===== config.mk =====
export PLATFORM = sky130hd
export DESIGN_NAME = tmr8_top
export DESIGN_NICKNAME = d
export VERILOG_FILES = /design/src/hw/tmr8_pkg.sv /design/src/hw/tmr8_if.sv /design/src/hw/tmr8_top.sv /design/src/hw/tmr8_tick.sv /design/src/hw/tmr8_cmp.sv
export SDC_FILE = /design/constraint.sdc
export NUM_CORES = 1
export LEC_CHECK = 0
export BUFFER_PORTS_ARGS = -buffer_cell sky130_fd_sc_hd__buf_2
export CORE_MARGIN = 4
export CORE_UTILIZATION = 54
export DETAILED_ROUTE_END_ITERATION = 6
export GPL_TIMING_DRIVEN = 0
export HOLD_SLACK_MARGIN = 0.12
export PLACE_DENSITY = 0.91
export SETUP_SLACK_MARGIN = 0.1
export SLEW_MARGIN = 20
export SYNTH_ARGS = -nofsm -noshare
export SYNTH_HDL_FRONTEND = slang
export SYNTH_SLANG_ARGS = --single-unit

===== constraint.sdc =====
create_clock -name MCLK -period 2.85 [get_ports MCLK]
set_input_delay 0.57 -clock MCLK [delete_from_list [all_inputs] [get_ports MCLK]]
set_output_delay 0.57 -clock MCLK [all_outputs]
set_load 0.01 [all_outputs]

===== src/hw/tmr8_pkg.sv =====
// shared constants and types of the 8-bit timer/counter
package tmr8_pkg;
   localparam int CNT_W = 8;
   localparam logic [7:0] CNT_BOTTOM = 8'h00;
   localparam logic [7:0] CNT_MAX = 8'hff;
   localparam logic [7:0] CNT_STEP = 8'h01;
   localparam logic [7:0] CNT_RESET = 8'h00;
   localparam logic [7:0] OCR_RESET = 8'h00;
   localparam logic OC_RESET = 1'b0;
   // waveform mode codes, wave_mode_bit2..0
   localparam logic [2:0] WGM_NORMAL = 3'h0;
   localparam logic [2:0] WGM_PHASE_MAX = 3'h1;
   localparam logic [2:0] WGM_CTC = 3'h2;
   localparam logic [2:0] WGM_FAST_MAX = 3'h3;
   localparam logic [2:0] WGM_PHASE_OCR = 3'h5;
   localparam logic [2:0] WGM_FAST_OCR = 3'h7;
   // clock_select_field codes
   localparam logic [2:0] CS_STOP = 3'h0;
   localparam logic [2:0] CS_SYS = 3'h1;
   localparam logic [2:0] CS_TAP_BASE = 3'h2;
   localparam logic [2:0] CS_EXT_FALL = 3'h6;
   localparam logic [2:0] CS_EXT_RISE = 3'h7;
   localparam int N_TAPS = 4;
   // compare output action codes
   localparam logic [1:0] COM_OFF = 2'h0;
   localparam logic [1:0] COM_TOGGLE = 2'h1;
   localparam logic [1:0] COM_CLEAR = 2'h2;
   localparam logic [1:0] COM_SET = 2'h3;
   // flag_register bit positions
   localparam int N_FLAGS = 3;
   localparam int FLG_OVF = 0;
   localparam int FLG_MA = 1;
   localparam int FLG_MB = 2;
   localparam logic [2:0] FLAG_RESET = 3'h0;
   localparam int N_UNITS = 2;
   typedef enum logic [1:0] {TMR8_NORMAL, TMR8_CTC, TMR8_FAST, TMR8_PHASE} tmr8_kind_e;
endpackage


===== src/hw/tmr8_if.sv =====
// counter state shared between the counter core and the compare units
interface tmr8_if;
   import tmr8_pkg::*;
   logic [CNT_W-1:0] cnt;
   logic tick;
   logic blk;
   logic at_top;
   tmr8_kind_e kind;
   modport core (output cnt, output tick, output blk, output at_top, output kind);
   modport unit (input cnt, input tick, input blk, input at_top, input kind);
endinterface


===== src/hw/tmr8_top.sv =====
// 8-bit timer/counter core with two compare units and flags
// How it works
// [RULE1] count and compare registers: eight bits, read/write
// [RULE2] each tick clears, increments or decrements per mode
// [RULE3] step exactly one; clear zeroes all bits
// [RULE4] tick from prescaler tap or external pin
// [RULE5] clock select zero stops the counter
// [RULE6] count readable and writable at any time
// [RULE7] processor write beats clear and count
// [RULE8] bottom indication at count 0x00
// [RULE9] maximum recognised at count 0xff
// [RULE10] top is 0xff or compare A
// [RULE11] three mode bits select the sequence
// [RULE12] overflow flag set per mode, may interrupt
// [RULE13] both compare values checked every cycle
// [RULE14] match sets its flag, may interrupt
// [RULE15] two compare units, double buffered
// [RULE16] compare results drive both compare pins
// [RULE17] three flags, each with own mask bit
// [RULE18] match flag set on following tick
// [RULE19] writing one clears a pending flag
// [RULE20] normal mode wraps, overflow when reaching zero
// [RULE21] external pin synchronised, one tick per edge
module tmr8_top
   import tmr8_pkg::*;
#(
   parameter int TAPS = N_TAPS
) (
   // clock and reset
   input wire logic MCLK,
   input wire logic RST_N,
   // count sources
   input wire logic EXT_COUNT_INPUT,
   input wire logic [TAPS-1:0] PRESCALE_TAP,
   // configuration
   input wire logic [2:0] CLOCK_SELECT_FIELD,
   input wire logic WAVE_MODE_BIT0,
   input wire logic WAVE_MODE_BIT1,
   input wire logic WAVE_MODE_BIT2,
   input wire logic [1:0] OUTPUT_MODE_A,
   input wire logic [1:0] OUTPUT_MODE_B,
   input wire logic FORCE_MATCH_A,
   input wire logic FORCE_MATCH_B,
   // processor writes
   input wire logic COUNT_WRITE,
   input wire logic [CNT_W-1:0] COUNT_WDATA,
   input wire logic COMPARE_A_WRITE,
   input wire logic [CNT_W-1:0] COMPARE_A_WDATA,
   input wire logic COMPARE_B_WRITE,
   input wire logic [CNT_W-1:0] COMPARE_B_WDATA,
   // flag control
   input wire logic [N_FLAGS-1:0] MASK_REGISTER,
   input wire logic [N_FLAGS-1:0] FLAG_CLEAR,
   // readback
   output logic [CNT_W-1:0] COUNT_VALUE,
   output logic [CNT_W-1:0] COMPARE_VALUE_A,
   output logic [CNT_W-1:0] COMPARE_VALUE_B,
   output logic [N_FLAGS-1:0] FLAG_REGISTER,
   // interrupt requests
   output logic [N_FLAGS-1:0] INT_REQUEST,
   // waveform pins
   output logic COMPARE_PIN_A,
   output logic COMPARE_PIN_B
);
   typedef struct packed {
      logic [CNT_W-1:0] cnt;
      logic down;
      logic blk;
      logic [N_FLAGS-1:0] flags;
      logic [N_FLAGS-1:0] irq;
      logic [N_UNITS-1:0] oc;
      logic [N_UNITS-1:0] pin;
   } tmr8_top_s;

   tmr8_top_s st;
   tmr8_top_s next_st;

   tmr8_if tif ();

   logic tick;
   logic [2:0] wgm;
   tmr8_kind_e kind;
   logic use_ocr_top;
   logic pwm;
   logic [CNT_W-1:0] top_val;
   logic [CNT_W-1:0] ocr_a;
   logic at_top;
   logic at_bottom;
   logic at_max;
   logic ovf_hit;
   logic [N_UNITS-1:0] match;
   logic [N_UNITS-1:0] force_m;
   logic [N_UNITS-1:0] event_m;
   logic [1:0] com [N_UNITS];
   logic [N_FLAGS-1:0] flag_set;
   logic wrap;
   logic oc_n;
   logic drive;

   // tick source
   tmr8_tick #(
      .TAPS(TAPS)
   ) u_tick (
      .clk(MCLK),
      .rst_n(RST_N),
      .ext_pin(EXT_COUNT_INPUT),
      .taps(PRESCALE_TAP),
      .sel(CLOCK_SELECT_FIELD),
      .tick(tick)
   );

   // compare unit a, also supplies the variable top
   tmr8_cmp u_cmp_a (
      .clk(MCLK),
      .rst_n(RST_N),
      .tb(tif.unit),
      .wr(COMPARE_A_WRITE),
      .wdata(COMPARE_A_WDATA),
      .buf_val(COMPARE_VALUE_A),
      .ocr_val(ocr_a),
      .match(match[0])
   );

   // compare unit b
   tmr8_cmp u_cmp_b (
      .clk(MCLK),
      .rst_n(RST_N),
      .tb(tif.unit),
      .wr(COMPARE_B_WRITE),
      .wdata(COMPARE_B_WDATA),
      .buf_val(COMPARE_VALUE_B),
      .ocr_val(),
      .match(match[1])
   );

   // mode decode
   always_comb begin
      wgm = {WAVE_MODE_BIT2, WAVE_MODE_BIT1, WAVE_MODE_BIT0}; // [RULE11]
      case (wgm)
         WGM_PHASE_MAX: begin
            kind = TMR8_PHASE;
            use_ocr_top = 1'b0;
         end
         WGM_CTC: begin
            kind = TMR8_CTC;
            use_ocr_top = 1'b1;
         end
         WGM_FAST_MAX: begin
            kind = TMR8_FAST;
            use_ocr_top = 1'b0;
         end
         WGM_PHASE_OCR: begin
            kind = TMR8_PHASE;
            use_ocr_top = 1'b1;
         end
         WGM_FAST_OCR: begin
            kind = TMR8_FAST;
            use_ocr_top = 1'b1;
         end
         default: begin
            kind = TMR8_NORMAL;
            use_ocr_top = 1'b0;
         end
      endcase
   end

   assign pwm = (kind == TMR8_FAST) || (kind == TMR8_PHASE);
   assign top_val = use_ocr_top ? ocr_a : CNT_MAX; // [RULE10]
   assign at_top = (st.cnt == top_val); // [RULE10]
   assign at_bottom = (st.cnt == CNT_BOTTOM); // [RULE8]
   assign at_max = (st.cnt == CNT_MAX); // [RULE9]

   // counter state to the compare units
   assign tif.cnt = st.cnt;
   assign tif.tick = tick;
   assign tif.blk = st.blk;
   assign tif.at_top = at_top;
   assign tif.kind = kind;

   assign force_m = {FORCE_MATCH_B, FORCE_MATCH_A};
   assign com[0] = OUTPUT_MODE_A;
   assign com[1] = OUTPUT_MODE_B;

   always_comb begin
      next_st = st;
      ovf_hit = 1'b0;
      wrap = 1'b0;
      oc_n = 1'b0;
      drive = 1'b0;
      event_m = '0;

      // counting, only on a tick
      if (tick) begin // [RULE5]
         next_st.blk = 1'b0;
         case (kind) // [RULE2]
            TMR8_CTC: begin
               if (at_top) begin
                  next_st.cnt = CNT_BOTTOM; // [RULE3]
               end else begin
                  next_st.cnt = st.cnt + CNT_STEP; // [RULE3]
               end
               ovf_hit = at_max; // [RULE12]
               next_st.down = 1'b0;
            end
            TMR8_FAST: begin
               wrap = at_top;
               if (at_top) begin
                  next_st.cnt = CNT_BOTTOM; // [RULE3]
               end else begin
                  next_st.cnt = st.cnt + CNT_STEP;
               end
               ovf_hit = at_top; // [RULE12]
               next_st.down = 1'b0;
            end
            TMR8_PHASE: begin
               if (at_top && at_bottom) begin
                  next_st.cnt = CNT_BOTTOM;
               end else if (st.down && at_bottom) begin
                  next_st.down = 1'b0;
                  next_st.cnt = st.cnt + CNT_STEP;
               end else if (!st.down && at_top) begin
                  next_st.down = 1'b1;
                  next_st.cnt = st.cnt - CNT_STEP; // [RULE3]
               end else if (st.down) begin
                  next_st.cnt = st.cnt - CNT_STEP;
               end else begin
                  next_st.cnt = st.cnt + CNT_STEP;
               end
               ovf_hit = at_bottom; // [RULE12]
            end
            default: begin
               next_st.cnt = st.cnt + CNT_STEP; // [RULE20]
               ovf_hit = at_max; // [RULE20]
               next_st.down = 1'b0;
            end
         endcase
      end

      // processor write wins, and blocks the next tick's matches
      if (COUNT_WRITE) begin // [RULE6]
         next_st.cnt = COUNT_WDATA; // [RULE7]
         next_st.blk = 1'b1;
      end

      // flags: a set in the clearing cycle survives
      flag_set = '0;
      flag_set[FLG_OVF] = ovf_hit; // [RULE12]
      flag_set[FLG_MA] = match[0]; // [RULE14]
      flag_set[FLG_MB] = match[1]; // [RULE14]
      next_st.flags = (st.flags & ~FLAG_CLEAR) | flag_set; // [RULE19]
      next_st.irq = st.flags & MASK_REGISTER; // [RULE17]

      // waveform per unit
      for (int i = 0; i < N_UNITS; i++) begin
         oc_n = st.oc[i];
         case (kind)
            TMR8_FAST: begin
               if (wrap) begin
                  oc_n = (com[i] == COM_CLEAR);
               end
               if (match[i]) begin
                  if (com[i] == COM_CLEAR) begin
                     oc_n = 1'b0;
                  end else if (com[i] == COM_SET) begin
                     oc_n = 1'b1;
                  end else if (com[i] == COM_TOGGLE && i == 0 && wgm[2]) begin
                     oc_n = ~st.oc[i];
                  end
               end
            end
            TMR8_PHASE: begin
               if (match[i]) begin
                  if (com[i] == COM_CLEAR) begin
                     oc_n = st.down;
                  end else if (com[i] == COM_SET) begin
                     oc_n = ~st.down;
                  end else if (com[i] == COM_TOGGLE && i == 0 && wgm[2]) begin
                     oc_n = ~st.oc[i];
                  end
               end
            end
            default: begin
               event_m[i] = match[i] | force_m[i];
               if (event_m[i]) begin
                  case (com[i])
                     COM_TOGGLE: oc_n = ~st.oc[i];
                     COM_CLEAR: oc_n = 1'b0;
                     COM_SET: oc_n = 1'b1;
                     default: oc_n = st.oc[i];
                  endcase
               end
            end
         endcase
         drive = (com[i] != COM_OFF) &&
            !(pwm && com[i] == COM_TOGGLE && !(i == 0 && wgm[2]));
         next_st.oc[i] = oc_n;
         next_st.pin[i] = drive & oc_n; // [RULE16]
      end
   end

   always_ff @(posedge MCLK) begin
      if (!RST_N) begin
         st.cnt <= CNT_RESET;
         st.down <= 1'b0;
         st.blk <= 1'b0;
         st.flags <= FLAG_RESET;
         st.irq <= FLAG_RESET;
         st.oc <= {N_UNITS{OC_RESET}};
         st.pin <= {N_UNITS{OC_RESET}};
      end else begin
         st <= next_st;
      end
   end

   // outputs straight from the state
   assign COUNT_VALUE = st.cnt; // [RULE6]
   assign FLAG_REGISTER = st.flags; // [RULE17]
   assign INT_REQUEST = st.irq;
   assign COMPARE_PIN_A = st.pin[0];
   assign COMPARE_PIN_B = st.pin[1];
endmodule // tmr8_top


===== src/hw/tmr8_tick.sv =====
// timer tick source selection and external pin edge detection
module tmr8_tick
   import tmr8_pkg::*;
#(
   parameter int TAPS = N_TAPS
) (
   // clock and reset
   input wire logic clk,
   input wire logic rst_n,
   // sources
   input wire logic ext_pin,
   input wire logic [TAPS-1:0] taps,
   input wire logic [2:0] sel,
   // count enable
   output logic tick
);
   typedef struct packed {
      logic sync1;
      logic sync2;
      logic prev;
   } tmr8_tick_s;

   tmr8_tick_s st;
   tmr8_tick_s next_st;
   logic [2:0] tap_idx;

   always_comb begin
      next_st.sync1 = ext_pin; // [RULE21]
      next_st.sync2 = st.sync1;
      next_st.prev = st.sync2;
      tap_idx = sel - CS_TAP_BASE;
      case (sel) // [RULE4]
         CS_STOP: tick = 1'b0; // [RULE5]
         CS_SYS: tick = 1'b1;
         CS_EXT_FALL: tick = st.prev & ~st.sync2; // [RULE21]
         CS_EXT_RISE: tick = st.sync2 & ~st.prev; // [RULE21]
         default: tick = taps[tap_idx[1:0]];
      endcase
   end

   always_ff @(posedge clk) begin
      if (!rst_n) begin
         st <= '0;
      end else begin
         st <= next_st;
      end
   end
endmodule // tmr8_tick


===== src/hw/tmr8_cmp.sv =====
// one compare unit: double-buffered compare value and match detection
module tmr8_cmp
   import tmr8_pkg::*;
(
   // clock and reset
   input wire logic clk,
   input wire logic rst_n,
   // counter state
   tmr8_if.unit tb,
   // processor write
   input wire logic wr,
   input wire logic [CNT_W-1:0] wdata,
   // results
   output logic [CNT_W-1:0] buf_val,
   output logic [CNT_W-1:0] ocr_val,
   output logic match
);
   typedef struct packed {
      logic [CNT_W-1:0] buffer;
      logic [CNT_W-1:0] ocr;
   } tmr8_cmp_s;

   tmr8_cmp_s st;
   tmr8_cmp_s next_st;
   logic pwm;

   always_comb begin
      next_st = st;
      pwm = (tb.kind == TMR8_FAST) || (tb.kind == TMR8_PHASE);
      // pwm modes load the active value at top only
      if (pwm && tb.tick && tb.at_top) begin
         next_st.ocr = st.buffer; // [RULE15]
      end
      if (wr) begin
         next_st.buffer = wdata; // [RULE1]
         if (!pwm) begin
            next_st.ocr = wdata;
         end
      end
      // equality checked every cycle, flagged on the next tick
      match = tb.tick && !tb.blk && (tb.cnt == st.ocr); // [RULE13] [RULE18]
   end

   always_ff @(posedge clk) begin
      if (!rst_n) begin
         st <= {OCR_RESET, OCR_RESET};
      end else begin
         st <= next_st;
      end
   end

   assign buf_val = st.buffer;
   assign ocr_val = st.ocr;
endmodule // tmr8_cmp


==> metrics.txt <==
worst path required time=between 3 and 4 ns; Pwr Density=around 430 nW/µm²; R2R Setup Slk=between 0.1 and 0.15 ns; Clock transition at path regs=roughly 0.11 ns; Total Routing Usage GR=between 20% and 30%; Syn Inst Count=417; Final HPWL DP=7.430 mm; Root Buffer=clkbuf_8; Hold Crit Start=u_tick.next_st[1]; initial antenna violation count=0; via count=~3600; die height=between 80 and 90 µm; status=completed; Post-DRT Antenna Nets=0; FP Rows=29; Clock Sinks=55; area of the multi-input gates=approximately 2200 µm²; Peak VDD IR=about 0.37 mV; placed cells=around 570; RePlAce Congestion=0.9450; Clock Latency Late Sink=between 0.3 and 0.4 ns; Port Buffers=80; max_slew headroom=roughly 60%; fin. max-slew vios=0; CTS buffer count=5; Hold Path Class=reg -> reg; Syn Nets=472; first-pass GRT wire length=roughly 16 mm; kind of critical path=in -> reg; CP Max Fanout=10; top post-synthesis cells by area=dfxtp_1, mux2i_1, a21oi_1; H-tree Lvls=2; Top FF cell, synth=dfxtp_1; sequential cell area=around 1100 µm²; CTS max path bufs=2; cts hold-fix bufs=0; core area=between 6000 and 7000 µm²; Least-Margin Pin Slew=about 0.62 ns; ys async rst share=0%; share of cells above drive strength 1=a little over a quarter; Final Setup Violations=0; gr ovfl total=0; Setup Skew=0.006529 ns; post-synthesis sequential area ratio=between 30 and 40%; Ports=84; Pre-antenna DRT Iters=5; largest net degree at the start of global routing=20; Starting Density=between 50% and 60%; Die Width=slightly below 90 µm; syn avg cell area=roughly 8.4 µm²; EDFF count, synth=0; CP Capture Type=flip-flop; synth unique cells=62; nets=~570; number of global-route vias before repair=3394; fin crit share=about 96%; Synth Cell Area=3518 µm²; max_cap viols=0; Avg Vias per Cell=slightly above 6; die area=roughly 7900 µm²; cell taking the most area after synthesis=dfxtp_1; final std cells w/o fill=between 500 and 600; Synth Register Bits=between 50 and 60; FILL cells=about 520; min cycle time layout=2.726 ns; Area Growth Syn to Fin=20.41%; drt wl/cell=roughly 17 µm; crit path DAT=~2.9 ns; Initial DRC Count=approximately 330; ant diodes=0; Leak=around 2 nW; CTS tree=yes; Final Hold Fails=0; Routed WL=between 10 and 15 mm; Max Freq=approximately 370 MHz; Warnings, synthesis=0; share of the synthesized area in the top cell type=between 30% and 40%; total negative slack=0 ns; unrepaired setup endpoints after global routing=yes; Worst setup SP type=input port; DRC viols=0; reg2reg start=COUNT_VALUE[1]; launch point of the critical path=WAVE_MODE_BIT0
synth_stat cells, types with 3 or more instances:
| cell type | number |
|---|---|
| and4_1 | 3 |
| buf_4 | 15 |
| buf_2 | 7 |
| a21oi_1 | 34 |
| nand3_1 | 9 |
| inv_1 | 13 |
| and2_1 | 4 |
| nor4b_1 | 3 |
| nor4_1 | 3 |
| o21a_1 | 3 |
| a21boi_0 | 5 |
| nor2_1 | 22 |
| nand4_1 | 5 |
| a31oi_1 | 4 |
| mux2i_1 | 37 |
| nand2b_1 | 14 |
| a2bb2oi_1 | 4 |
| a21o_1 | 3 |
| and3_1 | 6 |
| a311oi_1 | 3 |
| nor3_1 | 5 |
| xor2_1 | 14 |
| dfxtp_1 | 55 |
| nand3b_1 | 4 |
| o2111ai_1 | 4 |
| ha_1 | 3 |
| nor2b_1 | 22 |
| o22ai_1 | 4 |
| o21ai_0 | 26 |
| clkbuf_1 | 18 |
| o211ai_1 | 7 |
| nand2_1 | 20 |
| or3_1 | 4 |
critical path, stage by stage:
cell and delay (ns):
buf_2 0.13, buf_2 0.27, clkinvlp_4 0.17, nor2_4 0.22, nor2_1 0.08, ha_1 0.20, clkbuf_1 0.24, inv_1 0.19
a41oi_2 0.23, a221o_1 0.36, o211ai_1 0.08, o211ai_1 0.15
per-stage QoR:
step | total power, W | worst slack, ns | cell area [µm²] | hold WS, ns | util (%)
finish | 0.001833 | 0.1241 | 4237 | 0.4500 | 66.72
global route | 0.001911 | 0.06944 | 4237 | 0.4564 | 66.72
floorplan | 0.001179 | 0.3170 | 3518 | 0.4119 | -
detailed placement | 0.001333 | -0.4753 | 4015 | 0.4260 | 63.23
global placement | 0.001317 | -0.4561 | 4015 | 0.4137 | 63.23
CTS | 0.001800 | 0.1087 | 4125 | 0.4515 | 64.97
worst paths after layout:
| kind | depth (start not counted) | to |
|---|---|---|
| worst min-delay path | 1 | u_tick.next_st[0] |
| worst max-delay path | 12 | COUNT_VALUE[3] |
| worst max register to register | 9 | COUNT_VALUE[3] |
| worst min register to register | 1 | u_tick.next_st[0] |
area by class of cell:
cell class                 count  area share [%]
multi-input combinational    307           51.92
buffer                        40           5.109
clock inverter                 3          0.6202
inverter                      15           1.418
timing repair buffer          89           11.05
clock buffer                   5           1.624
tap                           77           2.274
sequential                    55           25.99
state kept, by name, indices dropped and copies added (netlist names):
name             cells
COMPARE_PIN_A        1
COMPARE_PIN_B        1
COUNT_VALUE          8
FLAG_REGISTER        3
INT_REQUEST          3
st                   3
tif.blk              1
u_cmp_a.buf_val      8
u_cmp_a.ocr_val      8
u_cmp_b.buf_val      8
u_cmp_b.ocr_val      8
u_tick.next_st       2
u_tick.st            1
placed cells by master (no fill, tap or decap), types with 5 or more instances in the layout:
cell,Yosys,final
a21boi_0,5,5
a21oi_1,34,34
and3_1,6,6
buf_2,7,87
buf_4,15,24
clkbuf_1,18,17
clkbuf_8,0,5
dfxtp_1,55,55
inv_1,13,12
mux2i_1,37,37
nand2_1,20,20
nand2b_1,14,14
nand3_1,9,9
nand4_1,5,5
nor2_1,22,21
nor2b_1,22,22
nor3_1,5,5
o211ai_1,7,7
o21ai_0,26,26
xor2_1,14,14
cell families after synthesis:
kind of cell / after synthesis / synth area share [%]
flops: 55 / 31.29
xor+xnor: 16 / 3.983
mux: 37 / 10.53
fa+ha+maj: 3 / 1.067
simple gates: 132 / 21.73
compound gates: 119 / 23.68
buf+inv: 55 / 7.717
where the power goes:
| group | switching [W] | internal (W) | leakage [nW] |
|---|---|---|---|
| clock network | 0.000292 | 0.000184 | 0.0495 |
| registers | 0.0000415 | 0.000815 | 0.453 |
| logic | 0.000287 | 0.000213 | 1.47 |
metal layers:
| metal | global-route usage (%) | routed length (µm) | vias up |
|---|---|---|---|
| li1 | - | - | 1695 |
| met2 | 42.98 | 4946 | 183 |
| met5 | 0 | 0 | - |
| met4 | 8.379 | 247 | 0 |
| met3 | 5.121 | 883 | 36 |
| met1 | 32.64 | 4050 | 1674 |
timing repair:
| item | CTS | global route |
|---|---|---|
| resized for setup | 3 | 10 |
| setup endpoints to repair | 5 | 9 |
| buffers inserted | 0 | 9 |
| pin swaps | 0 | 1 |
Note: power is estimated with default switching activity, not from simulation.
